[config.mk]
export PLATFORM = sky130hd
export DESIGN_NAME = pcc_host_ctrl
export DESIGN_NICKNAME = d
export VERILOG_FILES = /design/src/inc/pcc_pkg.sv /design/src/inc/pcc_pin_if.sv /design/src/rtl/pcc_host_ctrl.sv /design/src/rtl/pcc_pin_engine.sv
export SDC_FILE = /design/constraint.sdc
export NUM_CORES = 1
export LEC_CHECK = 0
export BUFFER_PORTS_ARGS = -buffer_cell sky130_fd_sc_hd__buf_4
export CAP_MARGIN = 15
export CORE_UTILIZATION = 54
export DETAILED_ROUTE_END_ITERATION = 10
export PLACE_DENSITY = 0.75
export SETUP_SLACK_MARGIN = 0.3
export SKIP_CTS_REPAIR_TIMING = 1
export SLEW_MARGIN = 20
export SYNTH_ARGS = -nofsm -noshare
export SYNTH_HDL_FRONTEND = slang
export SYNTH_SLANG_ARGS = --single-unit
[constraint.sdc]
create_clock -name sys_clk_i -period 3.9 [get_ports sys_clk_i]
set_input_delay 1.17 -clock sys_clk_i [delete_from_list [all_inputs] [get_ports sys_clk_i]]
set_output_delay 1.17 -clock sys_clk_i [all_outputs]
set_load 0.1 [all_outputs]
[src/inc/pcc_pkg.sv]
// shared constants for the cascade host controller
package pcc_pkg;
   // clock and strobe timing, times in ns
   localparam int unsigned CLK_NS = 100;
   localparam int unsigned SETUP_NS = 100; // select to strobe
   localparam int unsigned STROBE_NS = 300; // least strobe width
   localparam int unsigned HOLD_NS = 100; // strobe release to deselect
   localparam int unsigned RECOV_NS = 200; // gap between acknowledge pulses
   localparam int unsigned CNT_W = 4;
   // least times round up to whole cycles
   localparam logic [CNT_W-1:0] SETUP_CYC = CNT_W'((SETUP_NS + CLK_NS - 1) / CLK_NS);
   localparam logic [CNT_W-1:0] STROBE_CYC = CNT_W'((STROBE_NS + CLK_NS - 1) / CLK_NS);
   localparam logic [CNT_W-1:0] HOLD_CYC = CNT_W'((HOLD_NS + CLK_NS - 1) / CLK_NS);
   localparam logic [CNT_W-1:0] RECOV_CYC = CNT_W'((RECOV_NS + CLK_NS - 1) / CLK_NS);
   localparam logic [CNT_W-1:0] CNT_ONE = 4'h1;
   // device bus shape: index 0 is the master, 1..8 the slaves
   localparam int unsigned DATA_W = 8;
   localparam int unsigned DEV_COUNT = 9;
   localparam int unsigned DEV_W = 4;
   localparam logic [DEV_W-1:0] DEV_MASTER = 4'h0;
   localparam logic [DEV_W-1:0] DEV_LAST = 4'h8;
   localparam logic [1:0] STEP_LAST = 2'h3;
   // software register map, byte addresses
   localparam int unsigned AXI_AW = 8;
   localparam logic [AXI_AW-1:0] REG_CTRL = 8'h00;
   localparam logic [AXI_AW-1:0] REG_CFG = 8'h04;
   localparam logic [AXI_AW-1:0] REG_VBASE = 8'h08;
   localparam logic [AXI_AW-1:0] REG_STATUS = 8'h0c;
   localparam int unsigned CTRL_INIT_BIT = 0;
   localparam int unsigned CTRL_ACK_BIT = 1;
   localparam int unsigned CTRL_ES_BIT = 2;
   localparam int unsigned CTRL_SLV_BIT = 3;
   localparam int unsigned CTRL_ID_LSB = 4;
   localparam int unsigned CFG_AUTO_BIT = 8;
   localparam int unsigned CFG_SFNM_BIT = 9;
   localparam int unsigned CFG_BUF_BIT = 10;
   localparam logic [31:0] CFG_RST = 32'h0000_0000;
   localparam logic [31:0] VBASE_RST = 32'h0000_4020;
   localparam logic [1:0] RESP_OKAY = 2'h0;
   localparam logic [1:0] RESP_SLVERR = 2'h2;
   // device command bytes
   localparam logic [7:0] FIRST_WORD_BASE = 8'h10;
   localparam logic [7:0] FIRST_WORD_MCW = 8'h01; // mode word follows
   localparam logic [7:0] SINGLE_DEVICE_FLAG = 8'h02;
   localparam logic [7:0] VEC_MASK = 8'hf8;
   localparam logic [7:0] MCW_UPM = 8'h01;
   localparam logic [7:0] MCW_AUTO = 8'h02;
   localparam logic [7:0] MCW_MS = 8'h04;
   localparam logic [7:0] MCW_BUF = 8'h08;
   localparam logic [7:0] MCW_SFNM = 8'h10;
   localparam logic [7:0] ES_CMD = 8'h20; // non-specific end of service
   localparam logic [7:0] RD_SAR_CMD = 8'h0b; // select service register read
   localparam logic [7:0] ALL_SLAVES = 8'hff;
   typedef enum logic [1:0] {OP_WRITE, OP_READ, OP_ACK} pcc_op_t;
   typedef enum logic [2:0] {
      ST_IDLE, ST_INIT, ST_NEXT, ST_ACK, ST_ES_SLV, ST_RD_CMD, ST_RD_SAR, ST_ES_MST
   } pcc_state_t;
endpackage

[src/inc/pcc_pin_if.sv]
`timescale 1ns/10ps
// one device bus request from the sequencer to the pin engine
interface pcc_pin_if;
   import pcc_pkg::*;
   logic req; // held until done
   pcc_op_t op;
   logic [DEV_W-1:0] sel;
   logic a0;
   logic [DATA_W-1:0] wdata;
   logic done; // one cycle, last cycle of the transfer
   logic [DATA_W-1:0] rdata; // valid from done onward
   modport seq (output req, op, sel, a0, wdata, input done, rdata);
   modport eng (input req, op, sel, a0, wdata, output done, rdata);
endinterface

[src/rtl/pcc_host_ctrl.sv]
`timescale 1ns/10ps
// What this block does
// - one master, eight slaves, sixty-four levels
// - all acknowledges reach every device
// - tell master slave inputs; slave id matches
// - every device gets unique vectors
// - two end commands unless automatic mode
// - input zero is last slave choice
// - clear slave, read it, zero then master
module pcc_host_ctrl (
   input wire logic sys_clk_i,
   input wire logic nrst_i,
   input wire logic [pcc_pkg::AXI_AW-1:0] s_axi_awaddr_i,
   input wire logic s_axi_awvalid_i,
   output logic s_axi_awready_o,
   input wire logic [31:0] s_axi_wdata_i,
   input wire logic [3:0] s_axi_wstrb_i,
   input wire logic s_axi_wvalid_i,
   output logic s_axi_wready_o,
   output logic [1:0] s_axi_bresp_o,
   output logic s_axi_bvalid_o,
   input wire logic s_axi_bready_i,
   input wire logic [pcc_pkg::AXI_AW-1:0] s_axi_araddr_i,
   input wire logic s_axi_arvalid_i,
   output logic s_axi_arready_o,
   output logic [31:0] s_axi_rdata_o,
   output logic [1:0] s_axi_rresp_o,
   output logic s_axi_rvalid_o,
   input wire logic s_axi_rready_i,
   input wire logic master_int_i,
   output logic [pcc_pkg::DEV_COUNT-1:0] dev_cs_n_o,
   output logic dev_a0_o,
   output logic dev_wr_n_o,
   output logic dev_rd_n_o,
   output logic vector_acknowledge_strobe_n_o,
   output logic [pcc_pkg::DATA_W-1:0] dev_data_o,
   output logic dev_data_drive_n_o,
   input wire logic [pcc_pkg::DATA_W-1:0] dev_data_i
);
   import pcc_pkg::*;

   // true for the four word addresses of the map
   function automatic logic reg_known(input logic [AXI_AW-1:0] a);
      reg_known = (a == REG_CTRL) || (a == REG_CFG) || (a == REG_VBASE)
         || (a == REG_STATUS);
   endfunction

   // byte-lane merge of a write into a stored word
   function automatic logic [31:0] lane_merge(input logic [31:0] old,
      input logic [31:0] nw, input logic [3:0] strb);
      lane_merge = old;
      for (int i = 0; i < 4; i++) begin
         if (strb[i]) begin
            lane_merge[8*i +: 8] = nw[8*i +: 8];
         end
      end
   endfunction

   pcc_pin_if pin ();

   // register bus state
   logic aw_have_q; // write address latched
   logic w_have_q; // write data latched
   logic [AXI_AW-1:0] awaddr_q;
   logic [31:0] wdata_q;
   logic [3:0] wstrb_q;
   logic [31:0] cfg_q; // slave mask and mode options
   logic [31:0] vbase_q; // master and slave vector bases
   // sequencer state
   pcc_state_t st_q;
   logic [DEV_W-1:0] dev_q; // device being initialised
   logic [1:0] step_q; // word index within the device
   logic [2:0] es_id_q; // slave chosen for end of service
   logic from_slv_q; // master end follows a slave end
   logic init_done_q;
   logic [DATA_W-1:0] vec_q; // last vector taken
   logic [DATA_W-1:0] sar_q; // last slave service register read
   logic [7:0] ack_cnt_q;

   // write channel decode
   wire wr_fire = aw_have_q && w_have_q && !s_axi_bvalid_o;
   wire wr_ctrl = wr_fire && (awaddr_q == REG_CTRL) && wstrb_q[0];
   wire cmd_init = wr_ctrl && wdata_q[CTRL_INIT_BIT];
   wire cmd_ack = wr_ctrl && wdata_q[CTRL_ACK_BIT];
   wire cmd_es = wr_ctrl && wdata_q[CTRL_ES_BIT];
   wire cmd_slv = wdata_q[CTRL_SLV_BIT];
   wire idle = (st_q == ST_IDLE);
   wire rd_take = s_axi_arvalid_i && s_axi_arready_o;

   // configuration fields
   wire [7:0] slave_mask = cfg_q[7:0];
   wire auto_end = cfg_q[CFG_AUTO_BIT];
   wire sfnm_on = cfg_q[CFG_SFNM_BIT];
   wire buf_on = cfg_q[CFG_BUF_BIT];
   // input zero as a slave beside direct inputs is risky: it is also the
   // address the identity lines idle at for a direct request
   wire s0_warn = slave_mask[0] && (slave_mask != ALL_SLAVES);

   // initialisation word for the current device and step
   wire is_master = (dev_q == DEV_MASTER);
   wire [DEV_W-1:0] dev_m1 = dev_q - 1'b1;
   wire [2:0] slv_idx = dev_m1[2:0];
   wire skip_dev = !is_master && !slave_mask[slv_idx];
   // eight slaves of eight levels each give the full sixty-four vectors
   wire [7:0] slv_base = vbase_q[15:8] + {slv_idx, 3'h0};
   wire [7:0] base_word = (is_master ? vbase_q[7:0] : slv_base) & VEC_MASK;
   wire [7:0] casc_word = is_master ? slave_mask : {5'h0, slv_idx};
   // role comes from the mode word only in buffered mode; otherwise the pin decides
   wire [7:0] buf_word = buf_on ? (MCW_BUF | (is_master ? MCW_MS : 8'h00))
      : 8'h00;
   wire [7:0] mode_word = MCW_UPM | (auto_end ? MCW_AUTO : 8'h00) | buf_word
      | ((is_master && sfnm_on) ? MCW_SFNM : 8'h00);
   // cascade flag kept clear so every device takes the cascade word
   wire [7:0] first_word = FIRST_WORD_BASE | FIRST_WORD_MCW;
   wire [7:0] init_word = (step_q == 2'h0) ? first_word : (step_q == 2'h1) ? base_word
      : (step_q == 2'h2) ? casc_word : mode_word;

   // request to the pin engine, held by the state until done
   wire slv_state = (st_q == ST_ES_SLV) || (st_q == ST_RD_CMD) || (st_q == ST_RD_SAR);
   assign pin.req = !idle && (st_q != ST_NEXT) && !((st_q == ST_INIT) && skip_dev);
   assign pin.op = (st_q == ST_ACK) ? OP_ACK : (st_q == ST_RD_SAR) ? OP_READ : OP_WRITE;
   assign pin.sel = (st_q == ST_INIT) ? dev_q : slv_state ? DEV_W'(es_id_q) + 1'b1
      : DEV_MASTER;
   assign pin.a0 = (st_q == ST_INIT) && (step_q != 2'h0);
   assign pin.wdata = (st_q == ST_INIT) ? init_word : (st_q == ST_RD_CMD) ? RD_SAR_CMD
      : ES_CMD;

   pcc_pin_engine #(
      .NDEV(DEV_COUNT)
   ) u_eng (
      .sys_clk_i(sys_clk_i),
      .nrst_i(nrst_i),
      .pin(pin.eng),
      .dev_cs_n_o(dev_cs_n_o),
      .dev_a0_o(dev_a0_o),
      .dev_wr_n_o(dev_wr_n_o),
      .dev_rd_n_o(dev_rd_n_o),
      .vector_acknowledge_strobe_n_o(vector_acknowledge_strobe_n_o),
      .dev_data_o(dev_data_o),
      .dev_data_drive_n_o(dev_data_drive_n_o),
      .dev_data_i(dev_data_i)
   );

   // write channel: address and data taken in either order
   always_ff @(posedge sys_clk_i or negedge nrst_i) begin
      if (!nrst_i) begin
         aw_have_q <= 1'b0;
         w_have_q <= 1'b0;
         awaddr_q <= '0;
         wdata_q <= '0;
         wstrb_q <= '0;
         s_axi_bvalid_o <= 1'b0;
         s_axi_bresp_o <= RESP_OKAY;
      end else begin
         if (s_axi_awvalid_i && s_axi_awready_o) begin
            aw_have_q <= 1'b1;
            awaddr_q <= s_axi_awaddr_i;
         end
         if (s_axi_wvalid_i && s_axi_wready_o) begin
            w_have_q <= 1'b1;
            wdata_q <= s_axi_wdata_i;
            wstrb_q <= s_axi_wstrb_i;
         end
         if (wr_fire) begin
            aw_have_q <= 1'b0;
            w_have_q <= 1'b0;
            s_axi_bvalid_o <= 1'b1;
            s_axi_bresp_o <= reg_known(awaddr_q) ? RESP_OKAY : RESP_SLVERR;
         end else if (s_axi_bready_i) begin
            s_axi_bvalid_o <= 1'b0;
         end
      end
   end
   assign s_axi_awready_o = !aw_have_q;
   assign s_axi_wready_o = !w_have_q;

   // configuration registers; status and control words store nothing
   always_ff @(posedge sys_clk_i or negedge nrst_i) begin
      if (!nrst_i) begin
         cfg_q <= CFG_RST;
         vbase_q <= VBASE_RST;
      end else if (wr_fire && (awaddr_q == REG_CFG)) begin
         cfg_q <= lane_merge(cfg_q, wdata_q, wstrb_q);
      end else if (wr_fire && (awaddr_q == REG_VBASE)) begin
         vbase_q <= lane_merge(vbase_q, wdata_q, wstrb_q);
      end
   end

   // read channel: one read at a time, answered the cycle after it is taken
   wire [31:0] status_word = {ack_cnt_q, sar_q, vec_q, 4'h0, init_done_q, s0_warn,
      master_int_i, !idle};
   wire [31:0] rd_word = (s_axi_araddr_i == REG_CFG) ? cfg_q
      : (s_axi_araddr_i == REG_VBASE) ? vbase_q
      : (s_axi_araddr_i == REG_STATUS) ? status_word : 32'h0000_0000;
   always_ff @(posedge sys_clk_i or negedge nrst_i) begin
      if (!nrst_i) begin
         s_axi_rvalid_o <= 1'b0;
         s_axi_rdata_o <= '0;
         s_axi_rresp_o <= RESP_OKAY;
      end else if (rd_take) begin
         s_axi_rvalid_o <= 1'b1;
         s_axi_rdata_o <= rd_word;
         s_axi_rresp_o <= reg_known(s_axi_araddr_i) ? RESP_OKAY : RESP_SLVERR;
      end else if (s_axi_rready_i) begin
         s_axi_rvalid_o <= 1'b0;
      end
   end
   assign s_axi_arready_o = !s_axi_rvalid_o;

   // sequencer: commands are taken only while idle, others are dropped
   always_ff @(posedge sys_clk_i or negedge nrst_i) begin
      if (!nrst_i) begin
         st_q <= ST_IDLE;
         dev_q <= DEV_MASTER;
         step_q <= 2'h0;
         es_id_q <= 3'h0;
         from_slv_q <= 1'b0;
         init_done_q <= 1'b0;
         vec_q <= '0;
         sar_q <= '0;
         ack_cnt_q <= 8'h00;
      end else begin
         case (st_q)
            ST_IDLE: if (cmd_init) begin
               // master first, then each attached slave
               dev_q <= DEV_MASTER;
               step_q <= 2'h0;
               init_done_q <= 1'b0;
               st_q <= ST_INIT;
            end else if (cmd_ack) begin
               st_q <= ST_ACK;
            end else if (cmd_es && !auto_end) begin
               // automatic mode needs no end commands at all
               es_id_q <= wdata_q[CTRL_ID_LSB +: 3];
               from_slv_q <= cmd_slv;
               st_q <= cmd_slv ? ST_ES_SLV : ST_ES_MST;
            end
            ST_INIT: if (skip_dev || (pin.done && (step_q == STEP_LAST))) begin
               step_q <= 2'h0;
               st_q <= ST_NEXT;
            end else if (pin.done) begin
               step_q <= step_q + 1'b1;
            end
            ST_NEXT: if (dev_q == DEV_LAST) begin
               init_done_q <= 1'b1;
               st_q <= ST_IDLE;
            end else begin
               dev_q <= dev_q + 1'b1;
               st_q <= ST_INIT;
            end
            ST_ACK: if (pin.done) begin
               // vector from the second pulse, from master or addressed slave
               vec_q <= pin.rdata;
               ack_cnt_q <= ack_cnt_q + 1'b1;
               st_q <= ST_IDLE;
            end
            ST_ES_SLV: if (pin.done) begin
               st_q <= sfnm_on ? ST_RD_CMD : ST_ES_MST;
            end
            ST_RD_CMD: if (pin.done) begin
               st_q <= ST_RD_SAR;
            end
            ST_RD_SAR: if (pin.done) begin
               // other slave levels still in service keep the master's bit
               sar_q <= pin.rdata;
               st_q <= (pin.rdata == '0) ? ST_ES_MST : ST_IDLE;
            end
            ST_ES_MST: if (pin.done) begin
               st_q <= ST_IDLE;
            end
            default: st_q <= ST_IDLE;
         endcase
      end
   end

   wire init_req = pin.req && (st_q == ST_INIT);
endmodule

[src/rtl/pcc_pin_engine.sv]
`timescale 1ns/10ps
// drives the device pins for one write, read or acknowledge sequence
module pcc_pin_engine #(
   parameter int unsigned NDEV = pcc_pkg::DEV_COUNT
) (
   input wire logic sys_clk_i,
   input wire logic nrst_i,
   pcc_pin_if.eng pin,
   output logic [NDEV-1:0] dev_cs_n_o,
   output logic dev_a0_o,
   output logic dev_wr_n_o,
   output logic dev_rd_n_o,
   output logic vector_acknowledge_strobe_n_o,
   output logic [pcc_pkg::DATA_W-1:0] dev_data_o,
   output logic dev_data_drive_n_o,
   input wire logic [pcc_pkg::DATA_W-1:0] dev_data_i
);
   import pcc_pkg::*;
   typedef enum logic [2:0] {E_IDLE, E_SETUP, E_STROBE, E_HOLD, E_GAP} pcc_eng_t;
   pcc_eng_t est_q;
   logic [CNT_W-1:0] cnt_q;
   pcc_op_t op_q;
   logic second_q; // second acknowledge pulse under way
   logic [DATA_W-1:0] rdata_q;
   wire last = (cnt_q == CNT_ONE);
   wire more_ack = (op_q == OP_ACK) && !second_q;
   wire [NDEV-1:0] sel_hot = {{(NDEV-1){1'b0}}, 1'b1} << pin.sel;
   assign pin.done = (est_q == E_HOLD) && last && !more_ack;
   assign pin.rdata = rdata_q;
   // acknowledge goes to every device with no select; the data bus is
   // only sampled, since the master or one slave answers on it
   always_ff @(posedge sys_clk_i or negedge nrst_i) begin
      if (!nrst_i) begin
         est_q <= E_IDLE;
         cnt_q <= CNT_ONE;
         op_q <= OP_WRITE;
         second_q <= 1'b0;
         rdata_q <= '0;
         dev_cs_n_o <= '1;
         dev_a0_o <= 1'b0;
         dev_wr_n_o <= 1'b1;
         dev_rd_n_o <= 1'b1;
         vector_acknowledge_strobe_n_o <= 1'b1;
         dev_data_o <= '0;
         dev_data_drive_n_o <= 1'b1;
      end else begin
         case (est_q)
            E_IDLE: if (pin.req) begin
               op_q <= pin.op;
               second_q <= 1'b0;
               dev_cs_n_o <= (pin.op == OP_ACK) ? '1 : ~sel_hot;
               dev_a0_o <= pin.a0;
               dev_data_o <= pin.wdata;
               // bus left free whenever a device answers, so its transceiver can turn
               dev_data_drive_n_o <= (pin.op != OP_WRITE);
               cnt_q <= SETUP_CYC;
               est_q <= E_SETUP;
            end
            E_SETUP: if (last) begin
               dev_wr_n_o <= (op_q != OP_WRITE);
               dev_rd_n_o <= (op_q != OP_READ);
               vector_acknowledge_strobe_n_o <= (op_q != OP_ACK);
               cnt_q <= STROBE_CYC;
               est_q <= E_STROBE;
            end else begin
               cnt_q <= cnt_q - 1'b1;
            end
            E_STROBE: if (last) begin
               // latch on the strobe's last edge; the second pulse overwrites
               if (op_q != OP_WRITE) begin
                  rdata_q <= dev_data_i;
               end
               dev_wr_n_o <= 1'b1;
               dev_rd_n_o <= 1'b1;
               vector_acknowledge_strobe_n_o <= 1'b1;
               cnt_q <= HOLD_CYC;
               est_q <= E_HOLD;
            end else begin
               cnt_q <= cnt_q - 1'b1;
            end
            E_HOLD: if (last && more_ack) begin
               cnt_q <= RECOV_CYC;
               est_q <= E_GAP;
            end else if (last) begin
               dev_cs_n_o <= '1;
               dev_data_drive_n_o <= 1'b1;
               est_q <= E_IDLE;
            end else begin
               cnt_q <= cnt_q - 1'b1;
            end
            E_GAP: if (last) begin
               second_q <= 1'b1;
               vector_acknowledge_strobe_n_o <= 1'b0;
               cnt_q <= STROBE_CYC;
               est_q <= E_STROBE;
            end else begin
               cnt_q <= cnt_q - 1'b1;
            end
            default: est_q <= E_IDLE;
         endcase
      end
   end
endmodule

# Word-level counts from Yosys, hierarchy flattened

Index checks and enable logic that the tools add are counted.

Reduce and logical (&&, ||, !) cells: 91
Bitwise logic cells: 6
Equal/unequal tests: 47
Shift-type cells: 1
Divide/modulo/power cells: 0
$lt $le $gt $ge: 1
Add/sub/neg operators: 7
Multipliers: 0
Muxes and demuxes: 83

Operators with widths:

| cell                                                            | count |
|---|---|
| 32-bit two-way mux                                              | 3 |
| 8-bit two-way mux                                               | 6 |
| 3-bit two-way mux                                               | 15 |
| 4-bit two-way mux                                               | 10 |
| 9-bit two-way mux                                               | 4 |
| 3-bit AND reduction                                             | 11 |
| 8-bit by 4-bit == test with 1-bit output, second input constant | 4 |
| 1-bit logical AND                                               | 25 |
| 8-bit zero test                                                 | 3 |
| 2-bit nonzero test                                              | 12 |
| 1-bit two-way mux                                               | 21 |
| 3-bit one-hot mux with 7 select lines                           | 1 |
| 2-bit != test, second input constant                            | 10 |
| 2-bit two-way mux                                               | 9 |
| 9-bit one-hot mux with 2 select lines                           | 1 |
| 8-bit by 3-bit == test with 1-bit output, second input constant | 2 |
| 4-bit one-hot mux with 4 select lines                           | 1 |
| 4-bit AND reduction                                             | 4 |
| 3-bit == test, second input constant                            | 5 |
| 2-bit by 1-bit != test with 1-bit output, second input constant | 7 |
| 2-bit AND reduction                                             | 7 |
| 3-bit by 2-bit == test with 1-bit output, second input constant | 4 |
| 3-bit one-hot mux with 4 select lines                           | 1 |
| 1-bit zero test                                                 | 11 |
| other kinds (37)                                                | 59 |

Input port bits: 68
Bits in read-only memories: 0
Memories kept: 0
Register bits: 225
Output and inout bits: 63
Bits in latches: 0
RAM bits: 0

# Logic depth before layout (Yosys ltp)

Depth in word-level cells: 10
Depth in mapped cells: 11
Depth with buffers taken out: 10

# Modules after synthesis

From an unflattened synthesis, not the netlist that was laid out.

Cell total of the unflattened synthesis: 856
Area, all modules: 10,344.9 µm²

By module, submodules not included:

| module         | seq. area each (µm²) | instances | area an instance (µm²) | cells an instance |
|---|---|---|---|---|
| pcc_host_ctrl  | 4,581.9              | 1         | 8,391.8                | 674 |
| pcc_pin_engine | 1,018.5              | 1         | 1,953.1                | 182 |

# Least setup slack after synthesis

No wires, ideal clock.

Path kind: register to output
Start point: reg s_axi_rvalid_o
End point: out s_axi_arready_o
Path buffers: 0
Cell stages (with the launch flop): 2
Slack: 1.146 ns
Arrival time: 1.584 ns
Data required time: 2.730 ns
Path through: dfrtp_1 inv_1

Word-level cells in the longest chain between the ends: 1

Ends and longest elaborated chain:

| item                     | line                 | RTL |
|---|---|---|
| start: declaration       | pcc_host_ctrl.sv:28  | `output logic s_axi_rvalid_o,` |
| start signal: assignment | pcc_host_ctrl.sv:197 | `s_axi_rvalid_o <= 1'b0;` |
| start signal: assignment | pcc_host_ctrl.sv:201 | `s_axi_rvalid_o <= 1'b1;` |
| start signal: assignment | pcc_host_ctrl.sv:205 | `s_axi_rvalid_o <= 1'b0;` |
| 1-bit zero test          | pcc_host_ctrl.sv:208 | `assign s_axi_arready_o = !s_axi_rvalid_o;` |
| end: declaration         | pcc_host_ctrl.sv:25  | `output logic s_axi_arready_o,` |

No other way between the ends.

# Final worst setup path

Start point: reg dev_q[0]
End point: reg u_eng.dev_data_o[4] in the netlist's numbering

Word-level cells in the longest chain between the ends: 9
Elaborated cells on any way between the ends: 21

Ends and longest elaborated chain:

| item                                                                                           | line                 | RTL |
|---|---|---|
| start: declaration                                                                             | pcc_host_ctrl.sv:71  | `logic [DEV_W-1:0] dev_q;` |
| start signal: assignment                                                                       | pcc_host_ctrl.sv:248 | `dev_q <= dev_q + 1'b1;` |
| parallel branches: the longest is 9 deep, another holds 8-bit by 6-bit adder with 8-bit output | -                    |  |
| end signal: assignment                                                                         | pcc_pin_engine.sv:53 | `dev_data_o <= pin.wdata;` |
| end: declaration                                                                               | pcc_pin_engine.sv:14 | `output logic [pcc_pkg::DATA_W-1:0] dev_data_o,` |

Parallel ways; which one is timed is not known. The select of a mux whose other input is x is not followed.
A chain may end at the register's enable or synchronous reset.

==> results.md <==
* Status: finished clean
* Critical path data arrival time at 3.32 ns
* Crit path buf inv count at 1
* Top sig layer: met4
* Via count at 7218
* Number of global-route vias before repair at about 7100
* Hold Crit Class: flip-flop to flip-flop
* Slew Limit Fails at 0
* Total gr overflow at 0
* Maximum vdd drop at 0.000449 V
* Mapped Area at 0.0103 mm²
* Most used DFF post-synth: dfrtp_1
* Initial Util at 0.549
* Fin nets at 1065
* Sequential area share after synthesis at 0.545
* Critical path startpoint category: flip-flop
* Yosys cell types at 67
* Layout cells sized above 1 at 0.385
* Reg2reg path depth at 8
* Yosys warning total at 0
* Post-synth EDFFs at 0
* Min-Delay Startpoint: ack_cnt_q[7]
* Fin Clk Skew at roughly 0.014 ns
* Cells after synthesis at 862
* Async set-reset flop share out of synthesis at 1.00
* Final Util at 0.656
* R2R Path Start: dev_q[0]
* Placed Instances at between 1000 and 1500
* Initial antenna violation count at 0
* DR WL met3 at 1330 µm
* N_diodes at 0
* Worst-Margin Slew at 1.02 ns
* Leak at 5.75 nW
* Setup_tns at 0 ns
* Die Ht at 140 µm
* Row count at 50
* Area of the multi-input gates at 0.00443 mm²
* Critical path class: flip-flop to flip-flop
* Worst hold endpoint: ack_cnt_q[7]
* DP HPWL at 16400 µm
* Area Overhead vs Synth at 19.4%
* Critical Path Sink Type: flip-flop
* CTS sink count at approximately 220
* Combinational share of power at 0.311
* Met1 wire length at ~11000 µm
* Commonest non-fill, non-tap cells in the layout: 207 x dfrtp_1, 162 x mux2_2, 137 x buf_4, 71 x nand2_1, 64 x o21ai_0
* Final worst slack at 1.01 ns
* Initial drt markers at 534
* Final Hold Fails at 0
* Post-Route WL at about 24000 µm
* Critical path's top delay family: simple AND/OR/NAND/NOR gates
* Internal power at ~0.0053 W
* IO Count at 131
* Final Cycle Share at 0.741
* CP max FO at 22
* DRC at 0
* Clock Power Share at 0.270
* Sw Ratio at 0.371
* Flop2flop setup slack at 1.01 ns
* WL/cell at between 15 and 20 µm
* Finished Layout Cells at approximately 1200
* Critical Path RT at 4.33 ns
* Power Dens Cells at between 600 and 700 mW/mm²
* Slew margin rel. at 0.319
* Crit path cell chain: inv_1 -> ha_1 -> mux4_2 -> mux2i_1 -> nor3b_1 -> or2_2 -> nand2_1 -> o31ai_1
* CTS tree: built
* Worst r2r dst: u_eng.dev_data_o[4]
* First-pass GRT wire length at 38000 µm
* Seq cells post-synth at 223
* Fillers at approximately 1500
* Avg Vias per Cell at 5.85
* CTS Buf Count at 24
* Crit path largest cell delay at 0.51 ns
* Register Area at 0.00560 mm²
* ANT nets after route at 0
* Syn_area_per_cell at 11.9 µm²
* Router iterations before antenna repair at 5
* Sequential share of power at 0.419
* RSZ-0062 raised after global routing: false
* Max-cap violations at 0
* Pin count of the biggest net entering global routing at 113
* WHS Path Cells at 1
* Bufs on Longest Clock Path at 3
* Max frequency at 346 MHz
* Most common cell after layout, fill and taps aside: dfrtp_1
* Placement Setup Slack at 0.962 ns
* P_sw at 0.00312 W
* Post-layout min period at 2.89 ns
* Register clock-pin slew on the reported worst setup and hold paths at 0.06 ns
* Die width at 140 µm
* H-tree level count at 1
* Global Route Usage Sum at 0.246
* Core ar. at roughly 0.019 mm²
* IO Port Bufs at 128
* RD Place Congestion at 0.879
* Root Driver: clkbuf_16
* Wire length on met2 at 11100 µm
* Endpoints failing setup at 0
* Worst-Skew Late Latency at 0.52 ns
* Slowest CP cell: dfrtp_1
* DIE AREA at 0.0196 mm²
## logic make-up after synthesis
kind of cell	synth area share
other	0.000365
buffers and inverters	0.0255
XOR/XNOR	0.0111
AND/OR/NAND/NOR	0.0971
AO/OA/AOI/OAI	0.109
multiplexers	0.193
adder cells (fa/ha/maj)	0.0190
flip-flops	0.545
## power by group through the flow
stage	combinational [W]	clock [W]	sequential [W]
finish	0.00262	0.00227	0.00352
global route	0.00284	0.00242	0.00360
CTS	0.00262	0.00231	0.00350
detailed placement	0.00260	0	0.00354
global placement	0.00255	0	0.00352
floorplan	0.00172	0	0.00369
## cells in the mapped netlist (all sizes together) (3+ instances only)
cell     instances  area share
a211oi           5      0.0037
a21o             3      0.0022
a21oi           16      0.0082
a22o             4      0.0035
a22oi           37       0.027
a2bb2oi          3      0.0026
a31oi           11      0.0067
and2             3      0.0018
and3             4      0.0024
buf             13      0.0061
clkbuf          33       0.012
dfrtp          207        0.50
dfstp           16       0.041
ha              14       0.017
inv             20      0.0073
mux2           167        0.18
mux2i            6      0.0058
nand2           79       0.031
nand3           11      0.0054
nand3b           3      0.0022
nand4            5      0.0030
nor2            42       0.016
nor2b           11      0.0067
nor3            10      0.0065
nor3b            7      0.0073
nor4             5      0.0030
o21a             4      0.0029
o21ai           65       0.032
o22ai            3      0.0018
o31ai            4      0.0029
or2              3      0.0018
or3              4      0.0029
or3b             3      0.0026
xnor2            7      0.0060
xor2             6      0.0051
## state kept, by name (all words and copies together), names as in the netlist, 8 cells and up
name	flops
u_eng.pin.rdata	8
u_eng.dev_data_o	8
s_axi_rdata_o	32
wdata_q	32
cfg_q	32
u_eng.dev_cs_n_o	9
ack_cnt_q	8
awaddr_q	8
vbase_q	32
vec_q	8
sar_q	8
## per-stage QoR
step	hold WS, ns	total power, W	area, µm²
final	0.476	0.00841	12300
after floorplan	0.440	0.00541	10300
after detailed placement	0.472	0.00615	11500
after global placement	0.458	0.00607	11500
after global routing	0.508	0.00885	12300
after CTS	0.480	0.00843	12300
## area by class of cell
cell class | instances | share of cell area
inverters | 20 | 0.00612
flip-flops and latches | 223 | 0.456
well taps | 234 | 0.0239
clock buffers | 34 | 0.0585
clock inverters | 10 | 0.00744
multi-input cells | 574 | 0.361
repair buffers | 139 | 0.0867
## metal layers
metal / GRT usage / vias to the layer above
met5: 0 / -
met4: 0.0630 / 0
met3: 0.0390 / 31
met2: 0.389 / 214
met1: 0.356 / 3602
li1: - / 3371
## worst register-to-register path: cells and delay by family, from the launching register on
| kind | cells | cell delay [ns] |
|---|---|---|
| mux | 2 | 0.80 |
| buf+inv | 1 | 0.14 |
| simple gates | 3 | 0.86 |
| fa+ha+maj | 1 | 0.41 |
| flops | 1 | 0.51 |
| compound gates | 1 | 0.08 |
## worst max path at each step
stage | from | endpoint | slack (ns) | depth (start not counted)
final | dev_q[0] | u_eng.dev_data_o[4] | 1.01 | 8
after global routing | dev_q[0] | u_eng.dev_data_o[4] | 0.74 | 8
after CTS | dev_q[0] | u_eng.dev_cs_n_o[4] | 0.94 | 8
after detailed placement | dev_q[0] | u_eng.dev_cs_n_o[4] | 0.96 | 8
after global placement | dev_q[0] | u_eng.dev_cs_n_o[0] | 1.07 | 8
after floorplan | s_axi_rvalid_o | s_axi_arready_o | 1.15 | 1
Note: power is estimated with default switching activity, not from simulation.
